==> src/hdl/hsrw_pkg.sv <==
// Package: addresses, field positions, codes and carriers of the status window
package hsrw_pkg;
  // Host I/O register addresses
  localparam logic [15:0] IO_INT_STATUS = 16'h02D0;
  localparam logic [15:0] IO_VISUAL_SOUND = 16'h02D1;
  localparam logic [15:0] IO_CURSOR_LOW = 16'h02D2;
  localparam logic [15:0] IO_CURSOR_HIGH = 16'h02D3;
  localparam logic [15:0] IO_CONTROL = 16'h02D4;
  localparam logic [15:0] IO_KEYSTROKE = 16'h02D5;
  localparam logic [15:0] IO_TERMINAL_IDENTIFIER = 16'h02D6;
  localparam logic [15:0] IO_SEGMENT = 16'h02D7;
  localparam logic [15:0] IO_PAGE_LOW = 16'h02D8;
  localparam logic [15:0] IO_PAGE_HIGH = 16'h02D9;
  localparam logic [15:0] IO_PRINTER = 16'h02DA;
  localparam logic [15:0] IO_RSVD_FIRST = 16'h02DB;
  localparam logic [15:0] IO_RSVD_LAST = 16'h02DF;
  // Shared memory locations of the command mailbox
  localparam logic [15:0] MEM_CMD_FLAG = 16'h7E27;
  localparam logic [15:0] MEM_CMD_AREA = 16'h7F20;
  localparam logic [15:0] MEM_CMD_LAST = 16'h7F23;
  localparam int CMD_FLAG_BIT = 0;
  // Main status byte fields
  localparam int MS_AUX_CHANGE = 7;
  localparam int MS_TRIGGER = 6;
  localparam int MS_KEY_EMPTY = 5;
  localparam int MS_FATAL = 4;
  localparam int MS_CTRL_RESET = 3;
  localparam int MS_CMD_IRQ = 2;
  localparam int MS_BUF_MOD = 1;
  localparam int MS_CURSOR_SET = 0;
  // Auxiliary status byte fields
  localparam int AS_UNUSED = 7;
  localparam int AS_POLLED = 6;
  // Visual/sound alarm bit and control interrupt enable bit
  localparam int VS_ALARM = 0;
  localparam int CTL_IRQ_ENABLE = 0;
  localparam logic [7:0] INT_SOURCE_MASK = 8'h3F;
  // Reset values
  localparam logic [7:0] BYTE_RESET = 8'h00;
  localparam logic [15:0] WORD_RESET = 16'h0000;
  // Identity bytes returned by the revision command (arbitrary values)
  localparam logic [7:0] REVISION_ID = 8'h5A;
  localparam logic [7:0] OEM_NUMBER = 8'hA5;
  // Command codes
  typedef enum logic [3:0] {
    CMD_READ_BUF = 4'h0, CMD_WRITE_BUF = 4'h1, CMD_STATUS = 4'h2,
    CMD_CLEAR_MAIN = 4'h3, CMD_KEYSTROKE = 4'h4, CMD_LIGHT_PEN = 4'h5,
    CMD_POWER_RESET = 4'h6, CMD_TRIG_DATA = 4'h7, CMD_TRIG_ADDR = 4'h8,
    CMD_ATTN_MASK = 4'h9, CMD_TERM_TYPE = 4'hA, CMD_AUX_RELAY = 4'hB,
    CMD_TERM_INFO = 4'hC, CMD_NOOP = 4'hD, CMD_REVISION = 4'hE,
    CMD_RESERVED = 4'hF
  } hsrw_cmd_type;
  // Task pass states
  typedef enum logic [2:0] {
    ST_STATUS = 3'b000, ST_CHECK = 3'b001, ST_FETCH = 3'b010,
    ST_EXEC = 3'b011, ST_DONE = 3'b100, ST_MAIL = 3'b101
  } hsrw_state_type;
  // Host bus as seen at the pins
  typedef struct packed {
    logic rd;
    logic wr;
    logic mem;
    logic [15:0] addr;
    logic [7:0] wdata;
  } hsrw_host_bus_type;
  // Status supplied by the coax side
  typedef struct packed {
    logic trigger_match;
    logic buffer_modified;
    logic cursor_set;
    logic key_empty;
    logic ctrl_reset;
    logic [6:0] aux;
    logic [15:0] cursor;
  } hsrw_coax_type;
  // Requests passed to the coax side
  typedef struct packed {
    logic power_reset;
    logic ctrl_reset;
    logic polled;
    logic key_empty;
    logic cursor_change;
  } hsrw_mailbox_type;
  // Settings loaded by host commands
  typedef struct packed {
    logic [7:0] trigger_data;
    logic [7:0] trigger_mask;
    logic [15:0] trigger_addr;
    logic [7:0] attention_mask;
    logic [7:0] terminal_type;
    logic aux_relay;
  } hsrw_config_type;
endpackage : hsrw_pkg

==> src/hdl/hsrw_wum_reg.sv <==
// Sticky flag register: hardware sets, writer clears under mask
`timescale 1ns/100ps
module hsrw_wum_reg #(
  parameter int WIDTH = 8
) (
  input wire logic clk,
  input wire logic rstn,
  input wire logic ce,
  input wire logic [WIDTH-1:0] set,
  input wire logic clr_we,
  input wire logic [WIDTH-1:0] clr_mask,
  output logic [WIDTH-1:0] q
);
  import hsrw_pkg::*;

  // One flag per bit; a set in the clearing cycle wins
  for (genvar i = 0; i < WIDTH; i++) begin : g_bit
    logic next_bit;
    assign next_bit = set[i] | (q[i] & ~(clr_we & clr_mask[i]));
    always_ff @(posedge clk or negedge rstn) begin
      if (!rstn) begin
        q[i] <= 1'b0;
      end else if (ce) begin
        q[i] <= next_bit;
      end
    end
  end
endmodule : hsrw_wum_reg

==> src/hdl/hsrw_top.sv <==
// Host status register window: host I/O registers and command mailbox
`timescale 1ns/100ps
module hsrw_top (
  input wire logic clk,
  input wire logic rstn,
  input wire logic ce,
  input wire hsrw_pkg::hsrw_host_bus_type host_bus,
  input wire hsrw_pkg::hsrw_coax_type coax,
  input wire logic [7:0] int_status_set,
  input wire logic [15:0] page_change_set,
  input wire logic [7:0] printer_status_set,
  input wire logic [7:0] visual_sound_in,
  input wire logic alarm_set,
  input wire logic ctl_load,
  input wire logic [7:0] ctl_data,
  output logic [7:0] host_rdata,
  output logic host_ack,
  output logic irq_level2,
  output logic [7:0] adapter_control,
  output logic [7:0] keystroke_code,
  output logic keystroke_valid,
  output logic [7:0] terminal_identifier,
  output logic [7:0] memory_segment,
  output hsrw_pkg::hsrw_mailbox_type mailbox_word,
  output logic mailbox_valid,
  output hsrw_pkg::hsrw_config_type cmd_config
);
  import hsrw_pkg::*;

  hsrw_host_bus_type bus_s1;
  hsrw_host_bus_type bus_s2;
  hsrw_host_bus_type bus_s3;
  hsrw_state_type state;
  hsrw_state_type next_state;
  hsrw_cmd_type cmd_code;
  hsrw_mailbox_type pending_change_accumulator;
  hsrw_mailbox_type exec_requests;
  logic [7:0] cmd_area [4];
  logic [7:0] result [4];
  logic cmd_request;
  logic [7:0] aux_prev;
  logic [7:0] aux_now;
  logic [7:0] main_now;
  logic [3:0] main_sticky;
  logic [3:0] main_set;
  logic aux_differs;
  logic [7:0] int_status;
  logic [15:0] page_change;
  logic [7:0] printer_status;
  logic [0:0] alarm_q;
  logic rd_pulse;
  logic wr_pulse;
  logic io_rd;
  logic io_wr;
  logic mem_rd;
  logic mem_wr;
  logic [1:0] area_idx;
  logic in_area;
  logic at_flag;
  logic [7:0] io_rdata;
  logic [7:0] mem_rdata;
  logic [7:0] visual_sound;
  logic clear_main;
  logic [3:0] clear_mask;
  logic flag_set;
  logic [7:0] arg1;
  logic [7:0] arg2;
  logic [7:0] arg3;

  // Host pins pass two flip-flops; a third stage feeds the edge detect
  always_ff @(posedge clk or negedge rstn) begin
    if (!rstn) begin
      bus_s1 <= '0;
      bus_s2 <= '0;
      bus_s3 <= '0;
    end else if (ce) begin
      bus_s1 <= host_bus;
      bus_s2 <= bus_s1;
      bus_s3 <= bus_s2;
    end
  end

  // One access per strobe rise, split into I/O and memory space
  assign rd_pulse = bus_s2.rd & ~bus_s3.rd;
  assign wr_pulse = bus_s2.wr & ~bus_s3.wr;
  assign io_rd = rd_pulse & ~bus_s2.mem;
  assign io_wr = wr_pulse & ~bus_s2.mem;
  assign mem_rd = rd_pulse & bus_s2.mem;
  assign mem_wr = wr_pulse & bus_s2.mem;
  assign in_area = (bus_s2.addr >= MEM_CMD_AREA) &&
                   (bus_s2.addr <= MEM_CMD_LAST);
  assign at_flag = (bus_s2.addr == MEM_CMD_FLAG);
  assign area_idx = bus_s2.addr[1:0];

  // Mask-cleared host registers
  hsrw_wum_reg #(.WIDTH(8)) u_int_status (
    .clk(clk), .rstn(rstn), .ce(ce),
    .set(int_status_set),
    .clr_we(io_wr && bus_s2.addr == IO_INT_STATUS),
    .clr_mask(bus_s2.wdata),
    .q(int_status)
  );
  hsrw_wum_reg #(.WIDTH(16)) u_page_change (
    .clk(clk), .rstn(rstn), .ce(ce),
    .set(page_change_set),
    .clr_we(io_wr && (bus_s2.addr == IO_PAGE_LOW ||
                      bus_s2.addr == IO_PAGE_HIGH)),
    .clr_mask(bus_s2.addr == IO_PAGE_LOW ? {8'h00, bus_s2.wdata} :
              {bus_s2.wdata, 8'h00}),
    .q(page_change)
  );
  hsrw_wum_reg #(.WIDTH(8)) u_printer (
    .clk(clk), .rstn(rstn), .ce(ce),
    .set(printer_status_set),
    .clr_we(io_wr && bus_s2.addr == IO_PRINTER),
    .clr_mask(bus_s2.wdata),
    .q(printer_status)
  );
  // Alarm bit: a write to the visual/sound register clears it whatever the data
  hsrw_wum_reg #(.WIDTH(1)) u_alarm (
    .clk(clk), .rstn(rstn), .ce(ce),
    .set(alarm_set),
    .clr_we(io_wr && bus_s2.addr == IO_VISUAL_SOUND),
    .clr_mask(1'b1),
    .q(alarm_q)
  );

  // Visual/sound view: coax bits with the sticky alarm in place
  always_comb begin
    visual_sound = visual_sound_in;
    visual_sound[VS_ALARM] = alarm_q[0];
  end

  // Host I/O read selection; write-only and reserved read zero
  assign io_rdata =
    (bus_s2.addr == IO_INT_STATUS) ? int_status :
    (bus_s2.addr == IO_VISUAL_SOUND) ? visual_sound :
    (bus_s2.addr == IO_CURSOR_LOW) ? coax.cursor[7:0] :
    (bus_s2.addr == IO_CURSOR_HIGH) ? coax.cursor[15:8] :
    (bus_s2.addr == IO_CONTROL) ? adapter_control :
    (bus_s2.addr == IO_PAGE_LOW) ? page_change[7:0] :
    (bus_s2.addr == IO_PAGE_HIGH) ? page_change[15:8] :
    (bus_s2.addr == IO_PRINTER) ? printer_status :
    BYTE_RESET;

  // Shared-memory read selection over the command area and flag
  assign mem_rdata =
    in_area ? cmd_area[area_idx] :
    at_flag ? {7'h00, cmd_request} :
    BYTE_RESET;

  // Read answer and acknowledge, one cycle after the strobe edge
  always_ff @(posedge clk or negedge rstn) begin
    if (!rstn) begin
      host_rdata <= BYTE_RESET;
      host_ack <= 1'b0;
    end else if (ce) begin
      host_ack <= rd_pulse | wr_pulse;
      if (io_rd) begin
        host_rdata <= io_rdata;
      end else if (mem_rd) begin
        host_rdata <= mem_rdata;
      end
    end
  end

  // Plain host registers; host write wins over a coax control load
  always_ff @(posedge clk or negedge rstn) begin
    if (!rstn) begin
      adapter_control <= BYTE_RESET;
      keystroke_code <= BYTE_RESET;
      keystroke_valid <= 1'b0;
      terminal_identifier <= BYTE_RESET;
      memory_segment <= BYTE_RESET;
    end else if (ce) begin
      keystroke_valid <= io_wr && bus_s2.addr == IO_KEYSTROKE;
      if (io_wr && bus_s2.addr == IO_CONTROL) begin
        adapter_control <= bus_s2.wdata;
      end else if (ctl_load) begin
        adapter_control <= ctl_data;
      end
      if (io_wr && bus_s2.addr == IO_KEYSTROKE) begin
        keystroke_code <= bus_s2.wdata;
      end
      if (io_wr && bus_s2.addr == IO_TERMINAL_IDENTIFIER) begin
        terminal_identifier <= bus_s2.wdata;
      end
      if (io_wr && bus_s2.addr == IO_SEGMENT) begin
        memory_segment <= bus_s2.wdata;
      end
    end
  end

  // Level 2 interrupt from enabled interrupt sources
  always_ff @(posedge clk or negedge rstn) begin
    if (!rstn) begin
      irq_level2 <= 1'b0;
    end else if (ce) begin
      irq_level2 <= adapter_control[CTL_IRQ_ENABLE] &
                    (|(int_status & INT_SOURCE_MASK));
    end
  end

  // Status assembly; aux bit 7 unused, main bits 4 and 2 held low
  assign aux_now = {1'b0, coax.aux};
  assign aux_differs = (state == ST_STATUS) && (aux_now != aux_prev);
  assign main_set = {aux_differs, coax.trigger_match,
                     coax.buffer_modified, coax.cursor_set};
  assign main_now = {main_sticky[3], main_sticky[2], coax.key_empty,
                     1'b0, coax.ctrl_reset, 1'b0,
                     main_sticky[1], main_sticky[0]};

  // Sticky main bits, cleared only by the clear-status command
  assign clear_main = (state == ST_EXEC) && (cmd_code == CMD_CLEAR_MAIN);
  assign clear_mask = {arg1[MS_AUX_CHANGE], arg1[MS_TRIGGER],
                       arg1[MS_BUF_MOD], arg1[MS_CURSOR_SET]};
  hsrw_wum_reg #(.WIDTH(4)) u_main_sticky (
    .clk(clk), .rstn(rstn), .ce(ce),
    .set(main_set),
    .clr_we(clear_main),
    .clr_mask(clear_mask),
    .q(main_sticky)
  );

  // Previous aux byte kept for the change compare
  always_ff @(posedge clk or negedge rstn) begin
    if (!rstn) begin
      aux_prev <= BYTE_RESET;
    end else if (ce && state == ST_STATUS) begin
      aux_prev <= aux_now;
    end
  end

  // Arguments come straight from the command area
  assign arg1 = cmd_area[1];
  assign arg2 = cmd_area[2];
  assign arg3 = cmd_area[3];

  // Requests raised by the command in hand, posted later
  always_comb begin
    exec_requests = '0;
    if (state == ST_EXEC) begin
      if (cmd_code == CMD_CLEAR_MAIN) begin
        exec_requests.cursor_change = arg1[MS_CURSOR_SET];
        exec_requests.key_empty = arg1[MS_KEY_EMPTY];
        exec_requests.ctrl_reset = arg1[MS_CTRL_RESET];
      end else if (cmd_code == CMD_STATUS) begin
        exec_requests.polled = 1'b1;
      end else if (cmd_code == CMD_POWER_RESET) begin
        exec_requests.power_reset = 1'b1;
      end
    end
  end

  // Result bytes, main status always first
  always_comb begin
    result[0] = main_now;
    result[1] = arg1;
    result[2] = arg2;
    result[3] = arg3;
    case (cmd_code)
      CMD_STATUS: begin
        result[1] = coax.cursor[7:0];
        result[2] = coax.cursor[15:8];
        result[3] = aux_now;
      end
      CMD_TERM_INFO: begin
        result[1] = cmd_config.terminal_type;
        result[2] = terminal_identifier;
        result[3] = BYTE_RESET;
      end
      CMD_REVISION: begin
        result[1] = REVISION_ID;
        result[2] = OEM_NUMBER;
        result[3] = BYTE_RESET;
      end
      default: begin
        result[1] = arg1;
      end
    endcase
  end

  // Task pass sequencing
  always_comb begin
    next_state = state;
    case (state)
      ST_STATUS: next_state = ST_CHECK;
      ST_CHECK: next_state = cmd_request ? ST_FETCH : ST_MAIL;
      ST_FETCH: next_state = ST_EXEC;
      ST_EXEC: next_state = ST_DONE;
      ST_DONE: next_state = ST_MAIL;
      ST_MAIL: next_state = ST_STATUS;
      default: next_state = ST_STATUS;
    endcase
  end

  always_ff @(posedge clk or negedge rstn) begin
    if (!rstn) begin
      state <= ST_STATUS;
      cmd_code <= CMD_READ_BUF;
    end else if (ce) begin
      state <= next_state;
      if (state == ST_FETCH) begin
        cmd_code <= hsrw_cmd_type'(cmd_area[0][3:0]);
      end
    end
  end

  // Command area: device write-back has priority over host writes
  for (genvar i = 0; i < 4; i++) begin : g_area
    always_ff @(posedge clk or negedge rstn) begin
      if (!rstn) begin
        cmd_area[i] <= BYTE_RESET;
      end else if (ce) begin
        if (state == ST_DONE) begin
          cmd_area[i] <= result[i];
        end else if (mem_wr && in_area && area_idx == 2'(i)) begin
          cmd_area[i] <= bus_s2.wdata;
        end
      end
    end
  end

  // Request flag: host sets, completion clears, a set wins
  assign flag_set = mem_wr && at_flag && bus_s2.wdata[CMD_FLAG_BIT];
  always_ff @(posedge clk or negedge rstn) begin
    if (!rstn) begin
      cmd_request <= 1'b0;
    end else if (ce) begin
      if (flag_set) begin
        cmd_request <= 1'b1;
      end else if (state == ST_DONE) begin
        cmd_request <= 1'b0;
      end
    end
  end

  // Settings loaded by the configuration commands
  always_ff @(posedge clk or negedge rstn) begin
    if (!rstn) begin
      cmd_config <= '0;
    end else if (ce && state == ST_EXEC) begin
      case (cmd_code)
        CMD_TRIG_DATA: begin
          cmd_config.trigger_data <= arg1;
          cmd_config.trigger_mask <= arg2;
        end
        CMD_TRIG_ADDR: begin
          cmd_config.trigger_addr <= {arg2, arg1};
        end
        CMD_ATTN_MASK: begin
          cmd_config.attention_mask <= arg1;
        end
        CMD_TERM_TYPE: begin
          cmd_config.terminal_type <= arg1;
        end
        CMD_AUX_RELAY: begin
          cmd_config.aux_relay <= arg1[0];
        end
        default: begin
          cmd_config.aux_relay <= cmd_config.aux_relay;
        end
      endcase
    end
  end

  // Requests gather over the pass and post once at its end
  always_ff @(posedge clk or negedge rstn) begin
    if (!rstn) begin
      pending_change_accumulator <= '0;
      mailbox_word <= '0;
      mailbox_valid <= 1'b0;
    end else if (ce) begin
      mailbox_valid <= 1'b0;
      if (state == ST_MAIL) begin
        pending_change_accumulator <= '0;
        if (pending_change_accumulator != '0) begin
          mailbox_word <= pending_change_accumulator;
          mailbox_valid <= 1'b1;
        end
      end else begin
        pending_change_accumulator <=
          pending_change_accumulator | exec_requests;
      end
    end
  end
endmodule : hsrw_top

==> config.mk <==
export PLATFORM = sky130hd
export DESIGN_NAME = hsrw_top
export DESIGN_NICKNAME = d
export VERILOG_FILES = /design/src/hdl/hsrw_pkg.sv /design/src/hdl/hsrw_wum_reg.sv /design/src/hdl/hsrw_top.sv
export SDC_FILE = /design/constraint.sdc
export NUM_CORES = 1
export LEC_CHECK = 0
export BUFFER_PORTS_ARGS = -buffer_cell sky130_fd_sc_hd__buf_2
export CORE_AREA = 2 2 147 185
export CTS_CLUSTER_DIAMETER = 30
export DETAILED_ROUTE_END_ITERATION = 8
export DIE_AREA = 0 0 149 187
export PLACE_DENSITY = 0.68
export REMOVE_ABC_BUFFERS = 1
export SYNTH_ARGS = -nofsm -noshare
export SYNTH_HDL_FRONTEND = slang
export SYNTH_HIERARCHICAL = 1
export SYNTH_SLANG_ARGS = --single-unit
==> constraint.sdc <==
create_clock -name clk -period 2.1 [get_ports clk]
set_input_delay 0.21 -clock clk [delete_from_list [all_inputs] [get_ports clk]]
set_output_delay 0.21 -clock clk [all_outputs]
set_load 0.05 [all_outputs]
==> results.json <==
{
  "r2r_cells": 6,
  "die_w_um": 149,
  "clock-sinks": 243,
  "vdd_drop_max_mv": 0.731,
  "period_share_pct": 109,
  "yosysSeqAreaShare_pct": 52.6,
  "maxCapViolCount": 0,
  "synth_warnings": 6,
  "min_path_type": "primary input to register",
  "clk_latency_ns": 0.55,
  "fin_crit_ns": 2.30,
  "violations": "negative setup slack",
  "synth.top_cell.area_share_pct": 52.6,
  "crit_slowest_cell": "or4_4",
  "place_ws_ns": -0.306,
  "cts.clk_slew.worst_paths_ns": 0.06,
  "syn_area_um2": 11600,
  "drt_wl_total_mm": 35.5,
  "synthToLayoutAreaGrowth_pct": 40.8,
  "boundaryPins": 206,
  "relSlewSlack_pct": 54.2,
  "p_leak_nw": 7.74,
  "avgSynthCellArea_um2": 12.1,
  "synth.distinct_cells": 71,
  "cp_max_fo": 8,
  "synth_edf_count": 0,
  "grt_setup_unrepaired": "true",
  "num_vias": 9235,
  "overflow": 0,
  "min_from": "ctl_data[1]",
  "grt_max_degree": 73,
  "synthArstFlopShare_pct": 100,
  "yosysTopAreaCell": "dfrtp_1",
  "via_per_inst": 5.45,
  "criticalPathCategory": "register to register",
  "skew_ns": 0.0177,
  "holdPathEnd": "adapter_control[1]$_DFFE_PN0P_",
  "grtUsageTotal_pct": 25.7,
  "grt_pass1_vias": 9737,
  "fin_ws_ns": -0.199,
  "max_freq_mhz": 435,
  "antenna_left": 0,
  "tightest_slew_ns": 0.687,
  "nFillCells": 2025,
  "drive_gt1_share_pct": 45.1,
  "numCtsBuffers": 47,
  "drt_first_iter_violations": 540,
  "netlist_top_cells_area": "dfrtp_1 (53%), mux2_2 (16%), mux4_2 (2.9%)",
  "holdPathStages": 4,
  "start_kind": "register",
  "cts_root_buf": "clkbuf_16",
  "worstReg2RegStart": "bus_s2[21]$_DFFE_PN0P_",
  "total_power_mw": 15.9,
  "gp_congestion": 0.895,
  "setup_violations": 58,
  "power.density_nw_per_um2": 973,
  "grt_first_pass_wirelength_mm": 55.4,
  "cp_data_required_time_ns": 2.52,
  "antenna_found_initial": 1,
  "finalNetCount": 1416,
  "rows": 67,
  "cp_cell_sequence": "nor4_4 > nand4_1 > or4_4 > buf_12 > nor2_8 > mux2_4",
  "cts_tree": "done",
  "core-area_um2": 26300,
  "placement.io_buffers": 204,
  "rrSetupSlack_ns": -0.20,
  "timing.rr.end": "memory_segment[2]$_DFFE_PN0P_",
  "die_area_um2": 27900,
  "worst_path_largest_cell_delay_ns": 0.49,
  "synth_ff_type": "dfrtp_1",
  "cts_buffer_depth": 3,
  "firstDrtPassIters": 5,
  "drc": 0,
  "hpwl_mm": 24.6,
  "outcome": "finished with violations",
  "synthCells": 953,
  "cp-end-kind": "register",
  "ys_ff_latch": 243,
  "arrival_ns": 2.72,
  "htreeDepth": 2,
  "initial_utilization_pct": 44.0,
  "hold_violations": 0,
  "die_height_um": 187,
  "avgRoutedWirePerCell_um": 21.0,
  "drv_slew": 0
}
==> worst max path at each step <==
stage,from,to,slack (ns),depth (start not counted)
floorplan,area_idx[0]$_DFFE_PN0P_,adapter_control[0]$_DFFE_PN0P_,-1.28,5
global placement,bus_s2[21]$_DFFE_PN0P_,keystroke_code[1]$_DFFE_PN0P_,-0.25,6
detailed placement,bus_s2[21]$_DFFE_PN0P_,keystroke_code[3]$_DFFE_PN0P_,-0.31,6
CTS,bus_s2[16]$_DFFE_PN0P_,u_int_status/q[1]$_DFFE_PN0P_,-0.18,7
global route,bus_s2[21]$_DFFE_PN0P_,u_int_status/q[1]$_DFFE_PN0P_,-0.29,7
finish,bus_s2[21]$_DFFE_PN0P_,memory_segment[2]$_DFFE_PN0P_,-0.20,6
==> what timing repair did <==
action / 4_1_cts / 5_1_grt
gates cloned: 1 / 0
resized for setup: 61 / 20
setup endpoints to repair: 90 / 119
pin swaps: 14 / 19
setup buffers: 6 / 3
hold buffers: 73 / 0
hold endpoints to repair: 139 / 0
==> power breakdown <==
group | total, mW | switching, mW | internal [mW]
logic | 2.69 | 1.53 | 1.16
clock network | 7.66 | 2.70 | 4.96
registers | 5.50 | 0.410 | 5.09
==> area by class of cell <==
class	instances	area (um^2)	share of cell area [%]
multi-input combinational	632	5420	33.3
inverter	17	63.8	0.392
clock buffer	53	1240	7.61
antenna	1	2.50	0.0154
timing repair buffer	367	2650	16.2
clock inverter	35	394	2.42
sequential	243	6080	37.4
tap	345	432	2.65
==> worst max-delay path: cells and delay by family (launching register included) <==
kind                   cells  cell delay [ns]
buffers and inverters      1             0.17
muxes                      1             0.33
and+or+nand+nor            4             1.27
DFF                        1             0.40
==> cell families after synthesis <==
group           share of synthesized area (%)
xor+xnor                                0.530
mux                                      20.2
simple gates                             12.5
buf+inv                                  3.50
compound gates                           10.7
other cells                            0.0324
flops                                    52.6
==> cell usage in the layout (no fill, tap or decap), types with 14 or more instances in the layout <==
cell type,instances
buf_2,202
nor2_1,39
dfrtp_1,240
nand3_1,33
mux2_4,47
buf_4,71
o21ai_0,41
mux2_2,120
a22o_1,38
nand2_1,52
dlygate4sd3_1,73
a31oi_1,15
clkbuf_16,48
a21oi_1,30
buf_12,15
mux4_2,15
nor2b_1,29
inv_1,17
nand2b_1,14
==> stage by stage <==
step                      utilization [%]  cells  setup TNS [ns]  hold WS (ns)  instance area, um^2
after floorplan                         -    891          -55.31       -0.0856                11200
after global placement               51.3   1523          -12.78         0.238                13500
after detailed placement             51.3   1523          -16.84         0.236                13500
after CTS                            61.5   1691           -7.94        0.0296                16200
after global routing                 61.9   1693          -15.10        0.0517                16300
final                                61.9   1693           -8.04        0.0424                16300
==> state kept, by name, summed over array words and instances, names as in the netlist, 5 cells and up <==
name / flops
adapter_control: 8
arg1: 8
arg2: 8
arg3: 8
aux_prev: 7
bus_s1: 27
bus_s2: 25
cmd_area: 8
cmd_config: 49
host_rdata: 8
keystroke_code: 8
mailbox_word: 5
memory_segment: 8
pending_change_accumulator: 5
terminal_identifier: 8
u_int_status/q: 8
u_page_change/q: 16
u_printer/q: 8
==> routing by layer <==
layer | part of all wire [%] | wire length, um | vias to the layer above | global-route usage (%)
met5 | 0 | 0 | - | 0
met4 | 4.3 | 1510 | 0 | 11.5
met3 | 6.1 | 2170 | 77 | 4.93
met2 | 48 | 17200 | 356 | 42.6
met1 | 41 | 14600 | 4589 | 32.6
li1 | - | - | 4213 | -
==> synth_stat cells, types with 10 or more instances <==
cell        n
nand2_1    52
a21oi_1    30
mux2_2    164
nor2_1     39
a31oi_1    15
mux4_2     15
nand2b_1   14
a22o_1     38
nand3_1    36
nor2b_1    29
dfrtp_1   243
mux2i_1    12
clkbuf_1   31
inv_1      17
nor3b_1    10
buf_2      15
o21ai_0    41
and2_1     11
No activity file was read; power rests on OpenSTA's default activity.
